[src/cias_pkg.sv]
// constants and types shared by the contact input action selector
// assumes a single 200 MHz clock; all slow rates are derived from it
package cias_pkg;

    // clock and timing
    localparam int unsigned CLOCK_HZ = 200_000_000;
    localparam int unsigned DEBOUNCE_US = 10_000;
    localparam int unsigned DEBOUNCE_CYCLES = (CLOCK_HZ / 1_000_000) * DEBOUNCE_US;
    localparam int unsigned BLINK_HALF_MS = 250;
    localparam int unsigned BLINK_HALF_CYCLES = (CLOCK_HZ / 1_000) * BLINK_HALF_MS;

    // register byte offsets
    localparam logic [3:0] CFG_OFS = 4'h0;
    localparam logic [3:0] KEY_OFS = 4'h4;
    localparam logic [3:0] STAT_OFS = 4'h8;
    localparam logic [3:0] LOOP_OFS = 4'hC;

    // configuration register fields
    localparam int CFG_SEL0_LSB = 0;
    localparam int CFG_SEL1_LSB = 4;
    localparam int CFG_TWO_LOOP_BIT = 8;
    localparam int CFG_DIRECT_LSB = 9;
    localparam logic [31:0] CFG_RESET = 32'h0000_0000;

    // key register fields (write-one pulses)
    localparam int KEY_MAN_LSB = 0;
    localparam int KEY_SP_LSB = 2;
    localparam int KEY_RUN_BIT = 4;

    // status register fields
    localparam int STAT_RUN_BIT = 0;
    localparam int STAT_HOLD_BIT = 1;
    localparam int STAT_CONTACT_LSB = 2;
    localparam int STAT_SEL0_LSB = 8;
    localparam int STAT_SEL1_LSB = 12;

    // loop register: one byte per loop
    localparam int LOOP_MAN_BIT = 0;
    localparam int LOOP_SP_LSB = 1;
    localparam int LOOP_DIRECT_BIT = 3;
    localparam int LOOP_TUNE_BIT = 4;
    localparam int LOOP_PV_LSB = 5;
    localparam int LOOP_STRIDE = 8;

    // per-input selection codes
    typedef enum logic [3:0] {
        SEL_NONE,
        SEL_FORCE_MANUAL,
        SEL_LOCAL_SETPOINT_ONE,
        SEL_LOCAL_SETPOINT_TWO,
        SEL_LOCAL_SETPOINT_THREE,
        SEL_DIRECT_ACTION,
        SEL_PROGRAM_SUSPEND,
        SEL_SECOND_TUNING_SET,
        SEL_PV_FROM_INPUT_TWO,
        SEL_PV_FROM_INPUT_THREE,
        SEL_PROGRAM_RESTART,
        SEL_TOTALIZER_CLEAR
    } cias_sel_t;

    typedef enum logic [1:0] {
        SP_LOCAL1,
        SP_LOCAL2,
        SP_LOCAL3,
        SP_REMOTE
    } cias_sp_t;

    typedef enum logic [1:0] {
        PV_INPUT1,
        PV_INPUT2,
        PV_INPUT3
    } cias_pv_t;

endpackage

[src/cias_debounce.sv]
// two-flop synchroniser and debouncer for one dry contact
// assumes the contact pin is asynchronous and closed reads high
`timescale 1ns/1ps
module cias_debounce #(
    parameter int unsigned DEBOUNCE_CYCLES = cias_pkg::DEBOUNCE_CYCLES
) (
    input wire logic clock,
    input wire logic sys_rst,
    input wire logic contactPin,
    output logic contactLevel,
    output logic closePulse,
    output logic openPulse
);

    typedef struct packed {
        logic sync1;
        logic sync2;
        logic stable;
        logic [31:0] cnt;
        logic rise;
        logic fall;
    } cias_deb_t;

    cias_deb_t stateReg;
    cias_deb_t stateNext;

    // the level must differ from the stable value for the full time before it is taken
    always_comb begin
        stateNext = stateReg;
        stateNext.sync1 = contactPin;
        stateNext.sync2 = stateReg.sync1;
        stateNext.rise = 1'b0;
        stateNext.fall = 1'b0;
        if (stateReg.sync2 == stateReg.stable) begin
            stateNext.cnt = 32'h0000_0000;
        end else if (stateReg.cnt >= 32'(DEBOUNCE_CYCLES - 1)) begin
            stateNext.cnt = 32'h0000_0000;
            stateNext.stable = stateReg.sync2;
            stateNext.rise = stateReg.sync2;
            stateNext.fall = ~stateReg.sync2;
        end else begin
            stateNext.cnt = stateReg.cnt + 32'h0000_0001;
        end
    end

    // state register
    always_ff @(posedge clock or posedge sys_rst) begin
        if (sys_rst) begin
            stateReg <= '0;
        end else begin
            stateReg <= stateNext;
        end
    end

    assign contactLevel = stateReg.stable;
    assign closePulse = stateReg.rise;
    assign openPulse = stateReg.fall;

endmodule

[src/cias_blink_div.sv]
// slow divider giving the blink phase for indicators
// assumes the system clock; the enable pulse is one cycle wide
`timescale 1ns/1ps
module cias_blink_div #(
    parameter int unsigned HALF_CYCLES = cias_pkg::BLINK_HALF_CYCLES
) (
    input wire logic clock,
    input wire logic sys_rst,
    output logic blinkPhase
);

    typedef struct packed {
        logic [31:0] cnt;
        logic tick;
        logic phase;
    } cias_blk_t;

    cias_blk_t stateReg;
    cias_blk_t stateNext;

    // tick is a one-cycle enable; the phase flips on it
    always_comb begin
        stateNext = stateReg;
        stateNext.tick = (stateReg.cnt >= 32'(HALF_CYCLES - 1));
        stateNext.cnt = stateNext.tick ? 32'h0000_0000 : stateReg.cnt + 32'h0000_0001;
        if (stateReg.tick) begin
            stateNext.phase = ~stateReg.phase;
        end
    end

    // state register
    always_ff @(posedge clock or posedge sys_rst) begin
        if (sys_rst) begin
            stateReg <= '0;
        end else begin
            stateReg <= stateNext;
        end
    end

    assign blinkPhase = stateReg.phase;

endmodule

[src/cias_contact_selector.sv]
// contact input action selector: two contacts steer loop modes
// assumes an Avalon-MM master on the same clock and raw contact pins
//
// Overview of operation
// - closure of clear input clears totalizer
// - two-loop: input one loop one, two two
// - opening restores state held before closure
// - none selection: no action, indicator off
// - force manual; key press keeps manual
// - setpoint one forced; select key keeps it
// - setpoints two, three behave like one
// - direct action while contact closed
// - hold suspends program; resume if started
// - tuning set two used and shown
// - pv equals input two, indicator blinks
// - restart program, keep run or hold
// - annunciator shows each contact state
// - blink manual, remote, hold indicators
`timescale 1ns/1ps
module cias_contact_selector #(
    parameter int unsigned DEBOUNCE_CYCLES = cias_pkg::DEBOUNCE_CYCLES,
    parameter int unsigned BLINK_HALF_CYCLES = cias_pkg::BLINK_HALF_CYCLES
) (
    input wire logic clock,
    input wire logic sys_rst,
    input wire logic [3:0] address,
    input wire logic read,
    input wire logic write,
    input wire logic [3:0] byteenable,
    input wire logic [31:0] writedata,
    output logic [31:0] readdata,
    output logic waitrequest,
    input wire logic [1:0] contactIn,
    output logic [1:0] loopManual,
    output logic [1:0] loopOneSetpoint,
    output logic [1:0] loopTwoSetpoint,
    output logic [1:0] controlDirect,
    output logic [1:0] tuningSetTwo,
    output logic [1:0] loopOnePvSource,
    output logic [1:0] loopTwoPvSource,
    output logic programRun,
    output logic programHold,
    output logic programRestart,
    output logic totalizerClear,
    output logic [1:0] contactInd,
    output logic [1:0] manualInd,
    output logic [1:0] remoteSetpointInd,
    output logic holdInd,
    output logic [1:0] pvInputTwoInd,
    output logic [1:0] pvInputThreeInd
);

    // per-loop mode state with what to restore on opening
    typedef struct packed {
        logic manual;
        logic manForced;
        logic manKeep;
        logic manSaved;
        cias_pkg::cias_sp_t spSel;
        logic spForced;
        logic spKeep;
        cias_pkg::cias_sp_t spSaved;
        logic direct;
        logic tune2;
        cias_pkg::cias_pv_t pvSrc;
    } cias_loop_t;

    typedef struct packed {
        logic ackReg;
        logic [31:0] rdReg;
        cias_pkg::cias_sel_t sel0;
        cias_pkg::cias_sel_t sel1;
        logic twoLoop;
        logic [1:0] directBase;
        cias_loop_t [1:0] lp;
        logic progRun;
        logic holdActive;
        logic holdSaved;
        logic restart;
        logic totClr;
        logic [1:0] indContact;
        logic [1:0] indMan;
        logic [1:0] indRsp;
        logic indHold;
        logic [1:0] indPv2;
        logic [1:0] indPv3;
    } cias_state_t;

    cias_state_t stateReg;
    cias_state_t stateNext;

    logic [1:0] dLevel;
    logic [1:0] dClose;
    logic [1:0] dOpen;
    logic blinkPhase;

    // target loop of an input: both act on loop one unless two-loop is set
    function automatic int loopOf(input int idx, input logic twoLoop);
        loopOf = twoLoop ? idx : 0;
    endfunction

    // merge write data into a register under byte enables
    function automatic logic [31:0] mergeBytes(input logic [31:0] old, input logic [31:0] wd,
                                               input logic [3:0] be);
        logic [31:0] res;
        res = old;
        for (int b = 0; b < 4; b++) begin
            if (be[b]) begin
                res[b*8 +: 8] = wd[b*8 +: 8];
            end
        end
        mergeBytes = res;
    endfunction

    // contacts are asynchronous pins, so each passes a synchroniser first
    for (genvar g = 0; g < 2; g++) begin : gDeb
        cias_debounce #(
            .DEBOUNCE_CYCLES(DEBOUNCE_CYCLES)
        ) uDeb (
            .clock(clock),
            .sys_rst(sys_rst),
            .contactPin(contactIn[g]),
            .contactLevel(dLevel[g]),
            .closePulse(dClose[g]),
            .openPulse(dOpen[g])
        );
    end

    // blink phase shared by all blinking indicators
    cias_blink_div #(
        .HALF_CYCLES(BLINK_HALF_CYCLES)
    ) uBlink (
        .clock(clock),
        .sys_rst(sys_rst),
        .blinkPhase(blinkPhase)
    );

    // bus access is taken on the second cycle so read data comes from a flop
    logic busReq;
    logic busTake;
    logic [31:0] cfgWord;
    logic [31:0] statWord;
    logic [31:0] loopWord;
    assign busReq = read | write;
    assign busTake = busReq & stateReg.ackReg;
    assign waitrequest = busReq & ~stateReg.ackReg;

    // readable views of configuration and state
    always_comb begin
        cfgWord = 32'h0000_0000;
        cfgWord[cias_pkg::CFG_SEL0_LSB +: 4] = stateReg.sel0;
        cfgWord[cias_pkg::CFG_SEL1_LSB +: 4] = stateReg.sel1;
        cfgWord[cias_pkg::CFG_TWO_LOOP_BIT] = stateReg.twoLoop;
        cfgWord[cias_pkg::CFG_DIRECT_LSB +: 2] = stateReg.directBase;
        statWord = 32'h0000_0000;
        statWord[cias_pkg::STAT_RUN_BIT] = stateReg.progRun;
        statWord[cias_pkg::STAT_HOLD_BIT] = stateReg.holdActive;
        statWord[cias_pkg::STAT_CONTACT_LSB +: 2] = dLevel;
        statWord[cias_pkg::STAT_SEL0_LSB +: 4] = stateReg.sel0;
        statWord[cias_pkg::STAT_SEL1_LSB +: 4] = stateReg.sel1;
        loopWord = 32'h0000_0000;
        for (int l = 0; l < 2; l++) begin
            loopWord[l*cias_pkg::LOOP_STRIDE + cias_pkg::LOOP_MAN_BIT] = stateReg.lp[l].manual;
            loopWord[l*cias_pkg::LOOP_STRIDE + cias_pkg::LOOP_SP_LSB +: 2] = stateReg.lp[l].spSel;
            loopWord[l*cias_pkg::LOOP_STRIDE + cias_pkg::LOOP_DIRECT_BIT] = stateReg.lp[l].direct;
            loopWord[l*cias_pkg::LOOP_STRIDE + cias_pkg::LOOP_TUNE_BIT] = stateReg.lp[l].tune2;
            loopWord[l*cias_pkg::LOOP_STRIDE + cias_pkg::LOOP_PV_LSB +: 2] = stateReg.lp[l].pvSrc;
        end
    end

    // next-state logic: bus, keys, then contact edges and levels
    always_comb begin
        logic [31:0] cfgNew;
        cias_pkg::cias_sel_t sel;
        int t;
        cfgNew = cfgWord;
        sel = cias_pkg::SEL_NONE;
        t = 0;
        stateNext = stateReg;
        stateNext.ackReg = busReq & ~stateReg.ackReg;
        stateNext.restart = 1'b0;
        stateNext.totClr = 1'b0;

        // register reads; unmapped offsets read as zero
        if (read & ~stateReg.ackReg) begin
            case (address)
                cias_pkg::CFG_OFS: stateNext.rdReg = cfgWord;
                cias_pkg::STAT_OFS: stateNext.rdReg = statWord;
                cias_pkg::LOOP_OFS: stateNext.rdReg = loopWord;
                default: stateNext.rdReg = 32'h0000_0000;
            endcase
        end

        // configuration write
        if (write & busTake && address == cias_pkg::CFG_OFS) begin
            cfgNew = mergeBytes(cfgWord, writedata, byteenable);
            stateNext.sel0 = cias_pkg::cias_sel_t'(cfgNew[cias_pkg::CFG_SEL0_LSB +: 4]);
            stateNext.sel1 = cias_pkg::cias_sel_t'(cfgNew[cias_pkg::CFG_SEL1_LSB +: 4]);
            stateNext.twoLoop = cfgNew[cias_pkg::CFG_TWO_LOOP_BIT];
            stateNext.directBase = cfgNew[cias_pkg::CFG_DIRECT_LSB +: 2];
        end

        // front-panel keys; while a contact holds the loop they only set the keep flag
        if (write & busTake && address == cias_pkg::KEY_OFS && byteenable[0]) begin
            for (int l = 0; l < 2; l++) begin
                if (writedata[cias_pkg::KEY_MAN_LSB + l]) begin
                    if (stateReg.lp[l].manForced) begin
                        stateNext.lp[l].manKeep = 1'b1;
                    end else begin
                        stateNext.lp[l].manual = ~stateReg.lp[l].manual;
                    end
                end
                if (writedata[cias_pkg::KEY_SP_LSB + l]) begin
                    if (stateReg.lp[l].spForced) begin
                        stateNext.lp[l].spKeep = 1'b1;
                    end else begin
                        stateNext.lp[l].spSel = cias_pkg::cias_sp_t'(stateReg.lp[l].spSel + 2'h1);
                    end
                end
            end
            if (writedata[cias_pkg::KEY_RUN_BIT] && !stateReg.holdActive) begin
                stateNext.progRun = ~stateReg.progRun;
            end
        end

        // level-type selections are rebuilt every cycle, so opening restores them
        for (int l = 0; l < 2; l++) begin
            stateNext.lp[l].direct = stateReg.directBase[l];
            stateNext.lp[l].tune2 = 1'b0;
            stateNext.lp[l].pvSrc = cias_pkg::PV_INPUT1;
        end

        // act on each input; input one is applied last so it wins a shared loop
        for (int i = 1; i >= 0; i--) begin
            sel = (i == 0) ? stateReg.sel0 : stateReg.sel1;
            t = loopOf(i, stateReg.twoLoop);
            case (sel)
                cias_pkg::SEL_FORCE_MANUAL: begin
                    if (dClose[i]) begin
                        stateNext.lp[t].manSaved = stateNext.lp[t].manual;
                        stateNext.lp[t].manual = 1'b1;
                        stateNext.lp[t].manForced = 1'b1;
                        stateNext.lp[t].manKeep = 1'b0;
                    end else if (dOpen[i]) begin
                        if (!stateNext.lp[t].manKeep) begin
                            stateNext.lp[t].manual = stateReg.lp[t].manSaved;
                        end
                        stateNext.lp[t].manForced = 1'b0;
                    end
                end
                cias_pkg::SEL_LOCAL_SETPOINT_ONE, cias_pkg::SEL_LOCAL_SETPOINT_TWO,
                cias_pkg::SEL_LOCAL_SETPOINT_THREE: begin
                    if (dClose[i]) begin
                        stateNext.lp[t].spSaved = stateNext.lp[t].spSel;
                        stateNext.lp[t].spForced = 1'b1;
                        stateNext.lp[t].spKeep = 1'b0;
                        if (sel == cias_pkg::SEL_LOCAL_SETPOINT_ONE) begin
                            stateNext.lp[t].spSel = cias_pkg::SP_LOCAL1;
                        end else if (sel == cias_pkg::SEL_LOCAL_SETPOINT_TWO) begin
                            stateNext.lp[t].spSel = cias_pkg::SP_LOCAL2;
                        end else begin
                            stateNext.lp[t].spSel = cias_pkg::SP_LOCAL3;
                        end
                    end else if (dOpen[i]) begin
                        if (!stateNext.lp[t].spKeep) begin
                            stateNext.lp[t].spSel = stateReg.lp[t].spSaved;
                        end
                        stateNext.lp[t].spForced = 1'b0;
                    end
                end
                cias_pkg::SEL_DIRECT_ACTION: begin
                    if (dLevel[i]) begin
                        stateNext.lp[t].direct = 1'b1;
                    end
                end
                cias_pkg::SEL_PROGRAM_SUSPEND: begin
                    // the program is shared, so this acts whichever loop is targeted
                    if (dClose[i]) begin
                        stateNext.holdSaved = stateNext.progRun;
                        stateNext.progRun = 1'b0;
                        stateNext.holdActive = 1'b1;
                    end else if (dOpen[i]) begin
                        stateNext.progRun = stateReg.holdSaved;
                        stateNext.holdActive = 1'b0;
                    end
                end
                cias_pkg::SEL_SECOND_TUNING_SET: begin
                    if (dLevel[i]) begin
                        stateNext.lp[t].tune2 = 1'b1;
                    end
                end
                cias_pkg::SEL_PV_FROM_INPUT_TWO: begin
                    if (dLevel[i]) begin
                        stateNext.lp[t].pvSrc = cias_pkg::PV_INPUT2;
                    end
                end
                cias_pkg::SEL_PV_FROM_INPUT_THREE: begin
                    if (dLevel[i]) begin
                        stateNext.lp[t].pvSrc = cias_pkg::PV_INPUT3;
                    end
                end
                cias_pkg::SEL_PROGRAM_RESTART: begin
                    // run or hold is left untouched; opening does nothing
                    if (dClose[i]) begin
                        stateNext.restart = 1'b1;
                    end
                end
                cias_pkg::SEL_TOTALIZER_CLEAR: begin
                    if (dClose[i]) begin
                        stateNext.totClr = 1'b1;
                    end
                end
                default: begin
                    // no selection: contact changes are ignored
                end
            endcase
        end

        // indicators; registered so they never glitch on the panel
        for (int i = 0; i < 2; i++) begin
            sel = (i == 0) ? stateReg.sel0 : stateReg.sel1;
            stateNext.indContact[i] = dLevel[i] & (sel != cias_pkg::SEL_NONE);
        end
        for (int l = 0; l < 2; l++) begin
            stateNext.indMan[l] = stateReg.lp[l].manForced ? blinkPhase : stateReg.lp[l].manual;
            stateNext.indRsp[l] = (stateReg.lp[l].spForced && stateReg.lp[l].spSel != cias_pkg::SP_LOCAL1)
                ? blinkPhase : (stateReg.lp[l].spSel == cias_pkg::SP_REMOTE);
            stateNext.indPv2[l] = (stateReg.lp[l].pvSrc == cias_pkg::PV_INPUT2) & blinkPhase;
            stateNext.indPv3[l] = (stateReg.lp[l].pvSrc == cias_pkg::PV_INPUT3) & blinkPhase;
        end
        stateNext.indHold = stateReg.holdActive ? blinkPhase : 1'b0;
    end

    // state register
    always_ff @(posedge clock or posedge sys_rst) begin
        if (sys_rst) begin
            stateReg <= '0;
        end else begin
            stateReg <= stateNext;
        end
    end

    // outputs straight from the state flops
    assign readdata = stateReg.rdReg;
    assign loopManual = {stateReg.lp[1].manual, stateReg.lp[0].manual};
    assign loopOneSetpoint = stateReg.lp[0].spSel;
    assign loopTwoSetpoint = stateReg.lp[1].spSel;
    assign controlDirect = {stateReg.lp[1].direct, stateReg.lp[0].direct};
    assign tuningSetTwo = {stateReg.lp[1].tune2, stateReg.lp[0].tune2};
    assign loopOnePvSource = stateReg.lp[0].pvSrc;
    assign loopTwoPvSource = stateReg.lp[1].pvSrc;
    assign programRun = stateReg.progRun;
    assign programHold = ~stateReg.progRun;
    assign programRestart = stateReg.restart;
    assign totalizerClear = stateReg.totClr;
    assign contactInd = stateReg.indContact;
    assign manualInd = stateReg.indMan;
    assign remoteSetpointInd = stateReg.indRsp;
    assign holdInd = stateReg.indHold;
    assign pvInputTwoInd = stateReg.indPv2;
    assign pvInputThreeInd = stateReg.indPv3;

endmodule

[config.mk]
export PLATFORM = sky130hd
export DESIGN_NAME = cias_contact_selector
export DESIGN_NICKNAME = d
export VERILOG_FILES = /design/src/cias_pkg.sv /design/src/cias_debounce.sv /design/src/cias_blink_div.sv /design/src/cias_contact_selector.sv
export SDC_FILE = /design/constraint.sdc
export NUM_CORES = 1
export LEC_CHECK = 0
export BUFFER_PORTS_ARGS = -buffer_cell sky130_fd_sc_hd__buf_2
export CORE_MARGIN = 10
export CORE_UTILIZATION = 45
export CTS_CLUSTER_SIZE = 16
export DETAILED_ROUTE_END_ITERATION = 7
export GPL_ROUTABILITY_DRIVEN = 0
export PLACE_DENSITY = 0.73
export SLEW_MARGIN = 10
export SYNTH_ARGS = -nofsm -noshare
export SYNTH_HDL_FRONTEND = slang
export SYNTH_SLANG_ARGS = --single-unit
[constraint.sdc]
create_clock -name clock -period 6 [get_ports clock]
set_input_delay 1.2 -clock clock [delete_from_list [all_inputs] [get_ports clock]]
set_output_delay 1.2 -clock clock [all_outputs]
set_load 0.05 [all_outputs]
Word-level counts from Yosys, hierarchy flattened
Index checks and enable logic that the tools add are counted.
{ "classes": {"mux": 135, "reduce_logical": 19, "bitwise_logic": 20, "eq_ne": 33, "addsub": 5, "order_cmp": 5} }
{ "op_table": {"columns": ["cell", "n"], "rows": [
  ["bitwise mux 28 bit", 18],
  ["2-to-1 mux 28 bit", 18],
  ["case mux 28 bit (6 select lines)", 1],
  ["2-to-1 mux 32 bit", 5],
  ["demux 14 bit (select 1 bit)", 11],
  ["2-to-1 mux 14 bit", 7],
  ["adder 32 x 1 -> 32 bit (second input constant)", 3],
  ["case mux 14 bit (6 select lines)", 1],
  ["greater-or-equal comparator 32 x 21 -> 1 bit (second input constant)", 2],
  ["2-to-1 mux 10 bit", 6],
  ["case mux 16 bit (3 select lines)", 1],
  ["2-to-1 mux 11 bit", 4],
  ["== test 4 bit (second input constant)", 10],
  ["== test 4 x 3 -> 1 bit (second input constant)", 9],
  ["2-to-1 mux 1 bit", 35],
  ["2-to-1 mux 2 bit", 17],
  ["greater-or-equal comparator 32 x 26 -> 1 bit (second input constant)", 1],
  ["== test 4 x 2 -> 1 bit (second input constant)", 4],
  ["2-to-1 mux 13 bit", 1],
  ["2-to-1 mux 12 bit", 1],
  ["2-to-1 mux 3 bit", 4],
  ["AND 1 bit", 10],
  ["NOT 1 bit", 9],
  ["== test 2 bit (second input constant)", 4],
  ["other kinds (18)", 35]
]} }
{ "totals": {"word_cells": 271, "register_bits": 196} }

Depth between registers and ports, before layout
Gate-level depths: netlist of run 1.
{ "depth": {"ltp_word": 21, "ltp_mapped": 7} }

Hierarchy
Synthesis of run 1 repeated with hierarchy kept, for this count alone.
{ "hier_totals": {"cells_unflattened": 887, "area_unflattened_um2": 9022.4} }
{ "by_module_without_submodules": {"columns": ["mod", "cells_per_inst", "area_per_inst_um2", "n_inst", "seq_area_each_um2"], "rows": [
  ["cias_contact_selector", 468, 4406.7, 1, 1801.7],
  ["cias_blink_div", 158, 1621.6, 1, 850.8],
  ["cias_debounce at gDeb[0].uDeb", 130, 1502.7, 1, 925.9],
  ["cias_debounce at gDeb[1].uDeb", 131, 1491.4, 1, 925.9]
]} }

Least setup slack after synthesis of run 1
OpenSTA, ideal clock, no wires.
{ "synth_timing": {"path_type": "input port to output port", "from": "input write", "to": "output waitrequest", "path_buffers": 0, "path_stages": 2, "arrival_time_ns": 1.897, "required_time_ns": 4.800, "setup_slack_ns": 2.903, "cell_sequence": "nor2_1 > nor2_1"} }
{ "synth_between": {"elab_chain_cells": 2} }
{ "synth_lines": {"columns": ["item", "line", "rtl"], "rows": [
  ["start, declared", "cias_contact_selector.sv:28", "input wire logic write,"],
  ["OR 1 bit", "cias_contact_selector.sv:144", "assign busReq = read | write;"],
  ["AND 1 bit", "cias_contact_selector.sv:146", "assign waitrequest = busReq & ~stateReg.ackReg;"],
  ["end, declared", "cias_contact_selector.sv:32", "output logic waitrequest,"]
]} }
No other way between the ends.

==> run metrics, run 1 <==
status=completed; post-DR vias/cell=5.21; vias in the first global route=6102; Final Non-Filler Cells=between 1000 and 1500; Post-synth EDFFs=0; mux cell area share after synthesis=3.50%; Final ANT Viol Nets=0; final instance area=9770 um2; Int Power=between 2 and 2.5 mW; # clock sinks=180; final clock skew=0.00887 ns; setup slack, reg-to-reg=3.69 ns; Worst-path clk slew=0.06 ns; Hold Path Cell Cnt=0; Reg2Reg Capture Point=loopManual[0]; final hold slack=roughly 0.35 ns; Synth Cell Area=8800 um2; Final min period=3.15 ns; clock latency at the later pin of the worst-skew pair=0.42 ns; Critical Path Source Type=input port; first-pass GRT wire length=between 30000 and 40000 um; RSZ-0062 raised after global routing=no; Post-Synth Adder-Cell Area=less than 1%; final layout net count=~980; dpl cell area=slightly above 9000 um2; DR vias=~6300; area fraction of the dominant cell type after synthesis=51.2%; cells along the critical path=buf_2 -> nor4b_4 -> nand4b_2 -> mux2_4 -> mux2_2 -> mux2_2; Fill cells=1736; DP HPWL=13000 um; synth top area cells=dfrtp_1, nor2_1, buf_4; Post-synth ARST share=100%; area occupied by multi-input gates=3770 um2; PortBufs=68; Synth Area in Compound Gates=9.43%; Sequential Power Share=between 40% and 50%; Initial Util=between 40% and 50%; Worst-Margin Slew=0.996 ns; WHS Endpoint=gDeb[0].uDeb.stateReg[35]; DRT Pass-1 Iters=5; DR WL/cell=~16 um; Tightest Hold Check Type=reg -> reg; final worst-path cycle share=52.4%; root buf cell=clkbuf_16; crit-path most repeated cell=mux2_2; sequential fraction of the synthesis area=51.2%; Slew HR=between 30% and 40%; clock tree buffer depth=2; Final WS setup=around 2.9 ns; Comb power frac=18.1%; Power, Total=around 3.3 mW; Synth Area in Simple Gates=20.1%; Post-CTS Hold Buffers=0; CTS tree=done; drc violations=0; H-tree level count=4; CTS buffer count=17; post-synthesis area per instance=between 9 and 10 um2; LEAKAGE=4.36 nW; Final Hold Vio Count=0; Synth Warn #=0; unique cell type count in the Yosys netlist=70; initial antenna violation count=1; clock share of power=38.2%; most frequent cells after synthesis=dfrtp_1, nor2_1, nand2_1; kind of critical path=in -> reg; R2R cell count=5; placed cell count=1170; share of post-route cells with drive strength above 1=13.8%; Max-Cap Viols=0; Switch Pwr=1.02 mW; Register Area=4500 um2; height of the die=160 um; area leader, netlist=dfrtp_1; Setup Buffers After CTS=0; largest net degree at the start of global routing=approximately 140; final core utilization=between 50% and 60%; XOR/XNOR Fraction of Synth Area=between 6 and 7%; pre-CTS setup slack=2.44 ns; worst-path fanout max=17; Arrival @ worst endpoint=3.45 ns; Core Region=19300 um2; PostCTS Resize Cnt=0; Post-synth top flop=dfrtp_1; Synth-to-Final Area Change=11.1%; count leader, synth=dfrtp_1; Fin Setup TNS=0 ns; Power Dens Cells=~340 nW/um2; Setup crit end kind=flop; Cells after Synth=885; GRT overflow=0; Die Area=25500 um2; max incr delay on CP=0.86 ns; Final Setup Violations=0; 1st-iter DRT viols=408; switching portion of total power=30.7%; Yosys reg bits=180; Achievable Freq=0.318 GHz; gr usage total=14.6%; boundary pin count=108; peak supply drop=0.201 mV; HP Start=gDeb[0].uDeb.stateNext[35]; slowest library cell on the worst path=nor4b_4; CP Data Required Time=6.30 ns; die width=160 um; # rows=approximately 50; Pins Over Slew Limit=0; Critical R2R Launch=cfgWord[7]; final WL=18800 um; main combinational cell family by area after synthesis=simple AND/OR/NAND/NOR gates
## flip-flops by register name (all words and copies together) (netlist names), 2 cells and up
name	cells
remoteSetpointInd	2
cfgWord	11
gDeb.uDeb.stateNext	2
pvInputTwoInd	2
gDeb.uDeb.stateReg	66
uBlink.stateReg	33
gDeb.uDeb.contactLevel	2
controlDirect	2
gDeb.uDeb.openPulse	2
loopTwoPvSource	2
loopOneSetpoint	2
loopTwoSetpoint	2
gDeb.uDeb.closePulse	2
loopOnePvSource	2
pvInputThreeInd	2
loopManual	2
readdata	16
manualInd	2
contactInd	2
stateReg	16
tuningSetTwo	2
## worst max-delay path: cells and delay by family
family,cells,cell delay (ns)
buf+inv,1,0.28
simple gates,2,1.09
mux,3,0.86
## layout make-up
class                   instances  share of cell area, %
diodes                          1                 0.0256
flip-flops and latches        180                   46.1
repair buffers                 69                   3.69
multi-input cells             625                   38.5
clock buffers                  18                   4.49
inverters                      31                   1.23
clock inverters                14                   2.53
well taps                     265                   3.39
## kinds of logic after synthesis
kind of cell | count (synthesis)
adders and majority gates | 7
muxes | 28
buffers and inverters | 123
and+or+nand+nor | 354
xor gates and xnor gates | 69
other | 1
AOI/OAI and AO/OA | 123
DFF | 180
## per-layer routing
metal	vias up	GRT usage [%]	part of all wire [%]
met1	3066	18.9	46
li1	3039	-	-
met4	0	5.18	2.0
met5	-	0	0
met3	24	3.37	4.1
met2	137	23.7	48
## power by group through the flow
| stage | logic [mW] | clock network (mW) | registers [mW] |
|---|---|---|---|
| 4_1_cts | 0.605 | 1.30 | 1.45 |
| 3_5_place_dp | 0.601 | 0 | 1.48 |
| 6_report | 0.602 | 1.27 | 1.46 |
| 3_3_place_gp | 0.592 | 0 | 1.47 |
| 5_1_grt | 0.655 | 1.35 | 1.47 |
| 2_1_floorplan | 0.559 | 0 | 1.41 |
## worst max path at each step
stage | from | slack (ns) | to
after global routing | address[2] | 2.73 | loopTwoSetpoint[1]
after floorplan | sys_rst | 2.49 | cfgWord[0]
after global placement | address[2] | 2.43 | stateReg[21]
after detailed placement | address[2] | 2.44 | stateReg[21]
after CTS | address[2] | 2.88 | stateReg[21]
final | address[2] | 2.85 | stateReg[21]
## cells in the final DEF, fill, tap and decap left out, types with 10 or more instances in the layout
cell       synthesis  final
nand4_1           16     16
xnor2_1           38     38
nor3_1            24     24
and3_1            17     17
buf_2             11     68
nand2_1           73     73
nor2_1           117    117
clkbuf_16          0     17
a21oi_1           16     16
conb_1             1     44
nand3_1           33     33
xor2_1            31     31
and2_1            10     10
inv_1             31     30
o21ai_0           42     42
mux2_2            18     18
dfrtp_1          180    180
Note: power is estimated with default switching activity, not from simulation.
==> run 2: changes to the inputs <==
--- a/config.mk
+++ b/config.mk
@@ -11,7 +11,7 @@
 export CTS_CLUSTER_SIZE = 16
 export DETAILED_ROUTE_END_ITERATION = 7
 export GPL_ROUTABILITY_DRIVEN = 0
-export PLACE_DENSITY = 0.73
+export PLACE_DENSITY = 0.7
 export SLEW_MARGIN = 10
 export SYNTH_ARGS = -nofsm -noshare
 export SYNTH_HDL_FRONTEND = slang
==> constraint.sdc (replaced) <==
create_clock -name clock -period 3 [get_ports clock]
set_input_delay 0.6 -clock clock [delete_from_list [all_inputs] [get_ports clock]]
set_output_delay 0.6 -clock clock [all_outputs]
set_load 0.05 [all_outputs]
==> run 2 against run 1 <==
Against the previous run:
- critical path depth is the same
- sequential power is 98% higher
- core utilization fell by 0.11 points
- worst hold slack worse by 0.076 ns
- sequential share of layout area rose by 0.10 points
- critical path type is now reg -> reg
- largest cell class unchanged
- highest routed layer unchanged
==> run metrics, run 2 (synthesized netlist as in run 1, its figures left out) <==
status=completed; Inserted Diodes=0 (-1); R2R cell count=6 (+1); final worst-path cycle share=78.5%; commonest cells after routing, fill and taps aside=dfrtp_1, nor2_1, nand2_1, buf_2, conb_1; Hold Path Cell Cnt=1 (+1); Critical path origin=uBlink.stateReg[2]; DP HPWL=13200 um (+1.5%); PortBufs=68 (unchanged); Final ANT Viol Nets=0 (unchanged); Max-Cap Viols=0 (unchanged); Reg2Reg Capture Point=uBlink.stateReg[7]; most common cell after layout, fill and taps aside=dfrtp_1; worst-path fanout max=27 (+10); DRT Pass-1 Iters=5 (unchanged); clock latency at the later pin of the worst-skew pair=0.43 ns (about the same); Post-CTS Hold Buffers=0 (unchanged); placed cell count=1179 (+0.77%); final hold slack=0.271 ns (-0.0760 ns); boundary pin count=108 (unchanged); final clock skew=0.0124 ns (+0.00355 ns); DR vias=6259 (-0.11%); final layout net count=986 (+0.92%); Largest register FFs=66 (unchanged); Final Hold Vio Count=0 (unchanged); Fin Setup TNS=0 ns (unchanged); Tightest Hold Check Type=in -> reg; CTS buffer count=17 (unchanged); Arrival @ worst endpoint=2.62 ns (-0.83 ns); initial antenna violation count=0 (-1); first-pass GRT wire length=31900 um (+2.0%); final WL=18800 um (+0.28%); largest net degree at the start of global routing=115 (-19%); Top Registers=gDeb.uDeb.stateReg (66), uBlink.stateReg (33); Setup crit end kind=flop; share of post-route cells with drive strength above 1=14.6% (+0.82 points); Worst-Margin Slew=1.09 ns (+0.0935 ns); H-tree level count=4 (unchanged); height of the die=160 um (unchanged); Slew HR=27.4% (-5.3 points); CTS tree=done; vias in the first global route=6276 (+2.9%); LEAKAGE=4.37 nW (+0.31%); HP Start=contactIn[1]; DR WL/cell=15.6 um (-0.39%); RSZ-0062 raised after global routing=no; Fill cells=1769 (+1.9%); Power, Total=6.39 mW (+92%); PostCTS Resize Cnt=0 (unchanged); Final min period=2.35 ns; Final Non-Filler Cells=1211 (+0.67%); Power Dens Cells=655 nW/um2 (+92%); die width=160 um (unchanged); Die Area=25500 um2 (unchanged); Largest Register=gDeb.uDeb.stateReg; # clock sinks=180 (unchanged); Initial Util=45.5% (unchanged); # rows=51 (unchanged); setup slack, reg-to-reg=0.65 ns (-3.04 ns); peak supply drop=0.432 mV (+120%); Synth-to-Final Area Change=10.9%; GRT overflow=0 (unchanged); kind of critical path=reg -> reg; root buf cell=clkbuf_16; Pins Over Slew Limit=0 (unchanged); Critical R2R Launch=uBlink.stateReg[2]; 1st-iter DRT viols=361 (-12%); Setup Buffers After CTS=0 (unchanged); Final Setup Violations=0 (unchanged); gr usage total=15.0% (+0.31 points); drc violations=0 (unchanged); worst setup path end=uBlink.stateReg[7]; post-DR vias/cell=5.17 (-0.77%); CP Data Required Time=3.27 ns (-3.03 ns); Achievable Freq=roughly 0.42 GHz; Worst-path clk slew=0.07 ns (about the same); Core Region=19300 um2 (unchanged); clock tree buffer depth=2 (unchanged); Critical Path Source Type=flop
run 2: how the worst min path moves through the flow:
stage,slack [ns],to
final,0.27,gDeb[1].uDeb.stateNext[35]
after global routing,0.26,gDeb[0].uDeb.stateNext[35]
after global placement,0.34,gDeb[1].uDeb.stateReg[35]
after CTS,0.25,gDeb[1].uDeb.stateNext[35]
after detailed placement,0.34,gDeb[1].uDeb.stateReg[35]
after floorplan,0.33,gDeb[0].uDeb.stateReg[35]
run 2: area by class of cell:
class | instances | area (um2) | share of cell area, %
flip-flops and latches | 180 | 4500 | 46.2
multi-input cells | 625 | 3760 | 38.6
clock inverters | 15 | 170 | 1.74
well taps | 265 | 332 | 3.40
inverters | 31 | 120 | 1.23
repair buffers | 78 | 440 | 4.52
clock buffers | 17 | 425 | 4.36
run 2: power by group:
| part | switching [mW] | internal (mW) |
|---|---|---|
| sequential | 0.264 | 2.63 |
| combinational | 0.836 | 0.406 |
| clock | 1.00 | 1.25 |
| total | 2.10 | 4.29 |
run 2: critical path: stages (launching register included):
cell and delay, ns:
dfrtp_1 0.42, ha_1 0.25, and2_1 0.16, and2_1 0.17, o221ai_1 0.16, a21oi_2 0.88
nor2_1 0.14
run 2: per-stage QoR:
stage                     cell area (um2)  util, %  worst slack [ns]
final                                9750     50.4             0.645
after global routing                 9750     50.4             0.364
after CTS                            9750     50.4             0.568
after detailed placement             9160     47.4             0.510
after global placement               9160     47.4             0.529
after floorplan                      8960        -            0.0914
run 2: routing by layer:
| layer | wire [um] | vias up | GRT usage [%] |
|---|---|---|---|
| met2 | 9010 | 149 | 24.5 |
| met4 | 305 | 0 | 5.18 |
| li1 | - | 3052 | - |
| met1 | 8540 | 3033 | 18.9 |
| met5 | 0 | - | 0 |
| met3 | 984 | 25 | 3.78 |
==> run 3: changes to the inputs <==
--- a/config.mk
+++ b/config.mk
@@ -11,7 +11,7 @@
 export CTS_CLUSTER_SIZE = 16
 export DETAILED_ROUTE_END_ITERATION = 7
 export GPL_ROUTABILITY_DRIVEN = 0
-export PLACE_DENSITY = 0.7
+export PLACE_DENSITY = 0.73
 export SLEW_MARGIN = 10
 export SYNTH_ARGS = -nofsm -noshare
 export SYNTH_HDL_FRONTEND = slang
==> constraint.sdc (replaced) <==
create_clock -name clock -period 2.05 [get_ports clock]
set_input_delay 0.41 -clock clock [delete_from_list [all_inputs] [get_ports clock]]
set_output_delay 0.41 -clock clock [all_outputs]
set_load 0.05 [all_outputs]
==> run 3 against run 2 <==
Against the previous run:
- sequential power is 44% higher
- critical endpoint is now gDeb[1].uDeb.stateReg[13]
- worst hold slack worse by 0.20 ns
- routed wire length is 2.1% higher
- global-route usage up 0.40 points
- combinational power rose by 63%
- die area did not move
- sequential share of layout area down 2.4 points
- cell area is 5.5% higher
- non-clock buffer count is 53 higher
==> run metrics, run 3 (synthesized netlist as in run 1, its figures left out) <==
initial antenna violation count=0 (unchanged); Worst-Margin Slew=0.640 ns (-0.449 ns); Final ANT Viol Nets=0 (unchanged); root buf cell=clkbuf_16; gr usage total=15.4% (+0.40 points); clock latency at the later pin of the worst-skew pair=0.44 ns (about the same); Worst-path clk slew=0.07 ns (about the same); Fin Setup TNS=0 ns (unchanged); worst-path fanout max=21 (-22%); most common cell after layout, fill and taps aside=dfrtp_1; cells along the critical path=or3_1 -> a31oi_1 -> o311ai_0 -> buf_4 -> a211o_1 -> buf_12 -> nor2_2; # clock sinks=180 (unchanged); boundary pin count=108 (unchanged); Power Dens Cells=938 nW/um2 (+43%); Inserted Diodes=0 (unchanged); status=completed; Final min period=1.95 ns (-0.405 ns); share of post-route cells with drive strength above 1=19.4% (+4.9 points); Setup crit end kind=flop; Critical Path Source Type=flop; Top Registers=gDeb.uDeb.stateReg (66), uBlink.stateReg (33); slowest library cell on the worst path=dfrtp_1; vias in the first global route=6494 (+3.5%); Final Non-Filler Cells=1263 (+4.3%); commonest cells after routing, fill and taps aside=dfrtp_1, nor2_1, nand2_1, buf_2, buf_4; 1st-iter DRT viols=495 (+37%); CTS buffer count=17 (unchanged); final worst-path cycle share=95.1% (+17 points); Setup Buffers After CTS=0 (unchanged); H-tree level count=4 (unchanged); GRT overflow=0 (unchanged); post-DR vias/cell=5.14 (-0.50%); largest net degree at the start of global routing=37 (-68%); DP HPWL=14200 um (+7.7%); DR vias=6495 (+3.8%); placed cell count=1232 (+4.5%); final WL=19200 um (+2.1%); # rows=51 (unchanged); Tightest Hold Check Type=in -> async; Final Hold Vio Count=0 (unchanged); Pins Over Slew Limit=0 (unchanged); Achievable Freq=0.513 GHz (+21%); CP Data Required Time=2.41 ns (-0.86 ns); Core Region=19300 um2 (unchanged); Final Setup Violations=0 (unchanged); die width=160 um (unchanged); CP bufs+invs=2 (+2); PortBufs=68 (unchanged); clock tree buffer depth=2 (unchanged); LEAKAGE=4.69 nW (+7.3%); RSZ-0062 raised after global routing=no; pre-CTS setup slack=-0.0930 ns (-0.603 ns); Crit path max-delay family=compound AO/OA/AOI/OAI gates; CTS tree=done; final core utilization=53.2% (+2.8 points); Initial Util=45.5% (unchanged); Largest register FFs=66 (unchanged); Final WS setup=0.0999 ns (-0.545 ns); Synth-to-Final Area Change=16.9%; first-pass GRT wire length=32300 um (+1.5%); peak supply drop=0.620 mV (+44%); max incr delay on CP=0.37 ns (-0.51 ns); drc violations=0 (unchanged); final clock skew=0.0138 ns (+0.00137 ns); Slew HR=57.2% (+30 points); final layout net count=1039 (+5.4%); DRT Pass-1 Iters=5 (unchanged); final hold slack=0.0668 ns (-0.204 ns); Arrival @ worst endpoint=2.31 ns (-0.31 ns); Die Area=25500 um2 (unchanged); DR WL/cell=15.2 um (-2.1%); Max-Cap Viols=0 (unchanged); Largest Register=gDeb.uDeb.stateReg; kind of critical path=reg -> reg; height of the die=160 um (unchanged)
## run 3: where the power goes
group / total, mW / switching [mW] / internal (mW)
Combinational: 2.02 / 1.33 / 0.697
Sequential: 4.15 / 0.303 / 3.85
Clock: 3.47 / 1.41 / 2.06
Total: 9.64 / 3.04 / 6.61
## run 3: timing repair
action | 4_1_cts | 5_1_grt
endpoints found under the setup margin | 0 | 7
gates resized for setup | 0 | 5
hold buffers | 0 | 0
## run 3: path summary, 6_finish.rpt
| check | start | to | slack [ns] | cells past startpoint |
|---|---|---|---|---|
| max | gDeb[1].uDeb.stateReg[11] | gDeb[1].uDeb.stateReg[13] | 0.1 | 7 |
| min | sys_rst | uBlink.stateReg[4] | 0.07 | 2 |
| max reg2reg | gDeb[1].uDeb.stateReg[11] | gDeb[1].uDeb.stateReg[13] | 0.1 | 7 |
| min reg2reg | gDeb[1].uDeb.stateNext[35] | gDeb[1].uDeb.stateReg[35] | 0.37 | 0 |
| max in group asynchronous | sys_rst | gDeb[1].uDeb.closePulse | 1.41 | 3 |
| min in group clock | contactIn[0] | gDeb[0].uDeb.stateNext[35] | 0.08 | 1 |
## run 3: final cells by class
type	count	area (um2)
clock buffer	18	429
clock inverter	13	196
fill	1707	9050
inverter	31	120
multi-input combinational	625	3780
sequential	180	4500
tap	265	332
timing repair buffer	131	926
## run 3: metrics by stage
step | total power [mW] | cell area, um2
after global routing | 10.1 | 10300
final | 9.64 | 10300
after detailed placement | 6.24 | 9640
after floorplan | 5.75 | 8960
after global placement | 6.21 | 9640
after CTS | 9.72 | 10300
## run 3: layer usage
metal / share of wire [%] / vias up / wire (um) / track usage, %
li1: - / 3154 / - / -
met1: 45 / 3142 / 8700 / 19.3
met2: 47 / 157 / 9120 / 24.7
met3: 4.2 / 42 / 802 / 3.08
met4: 3.2 / 0 / 624 / 7.97
met5: 0 / - / 0 / 0
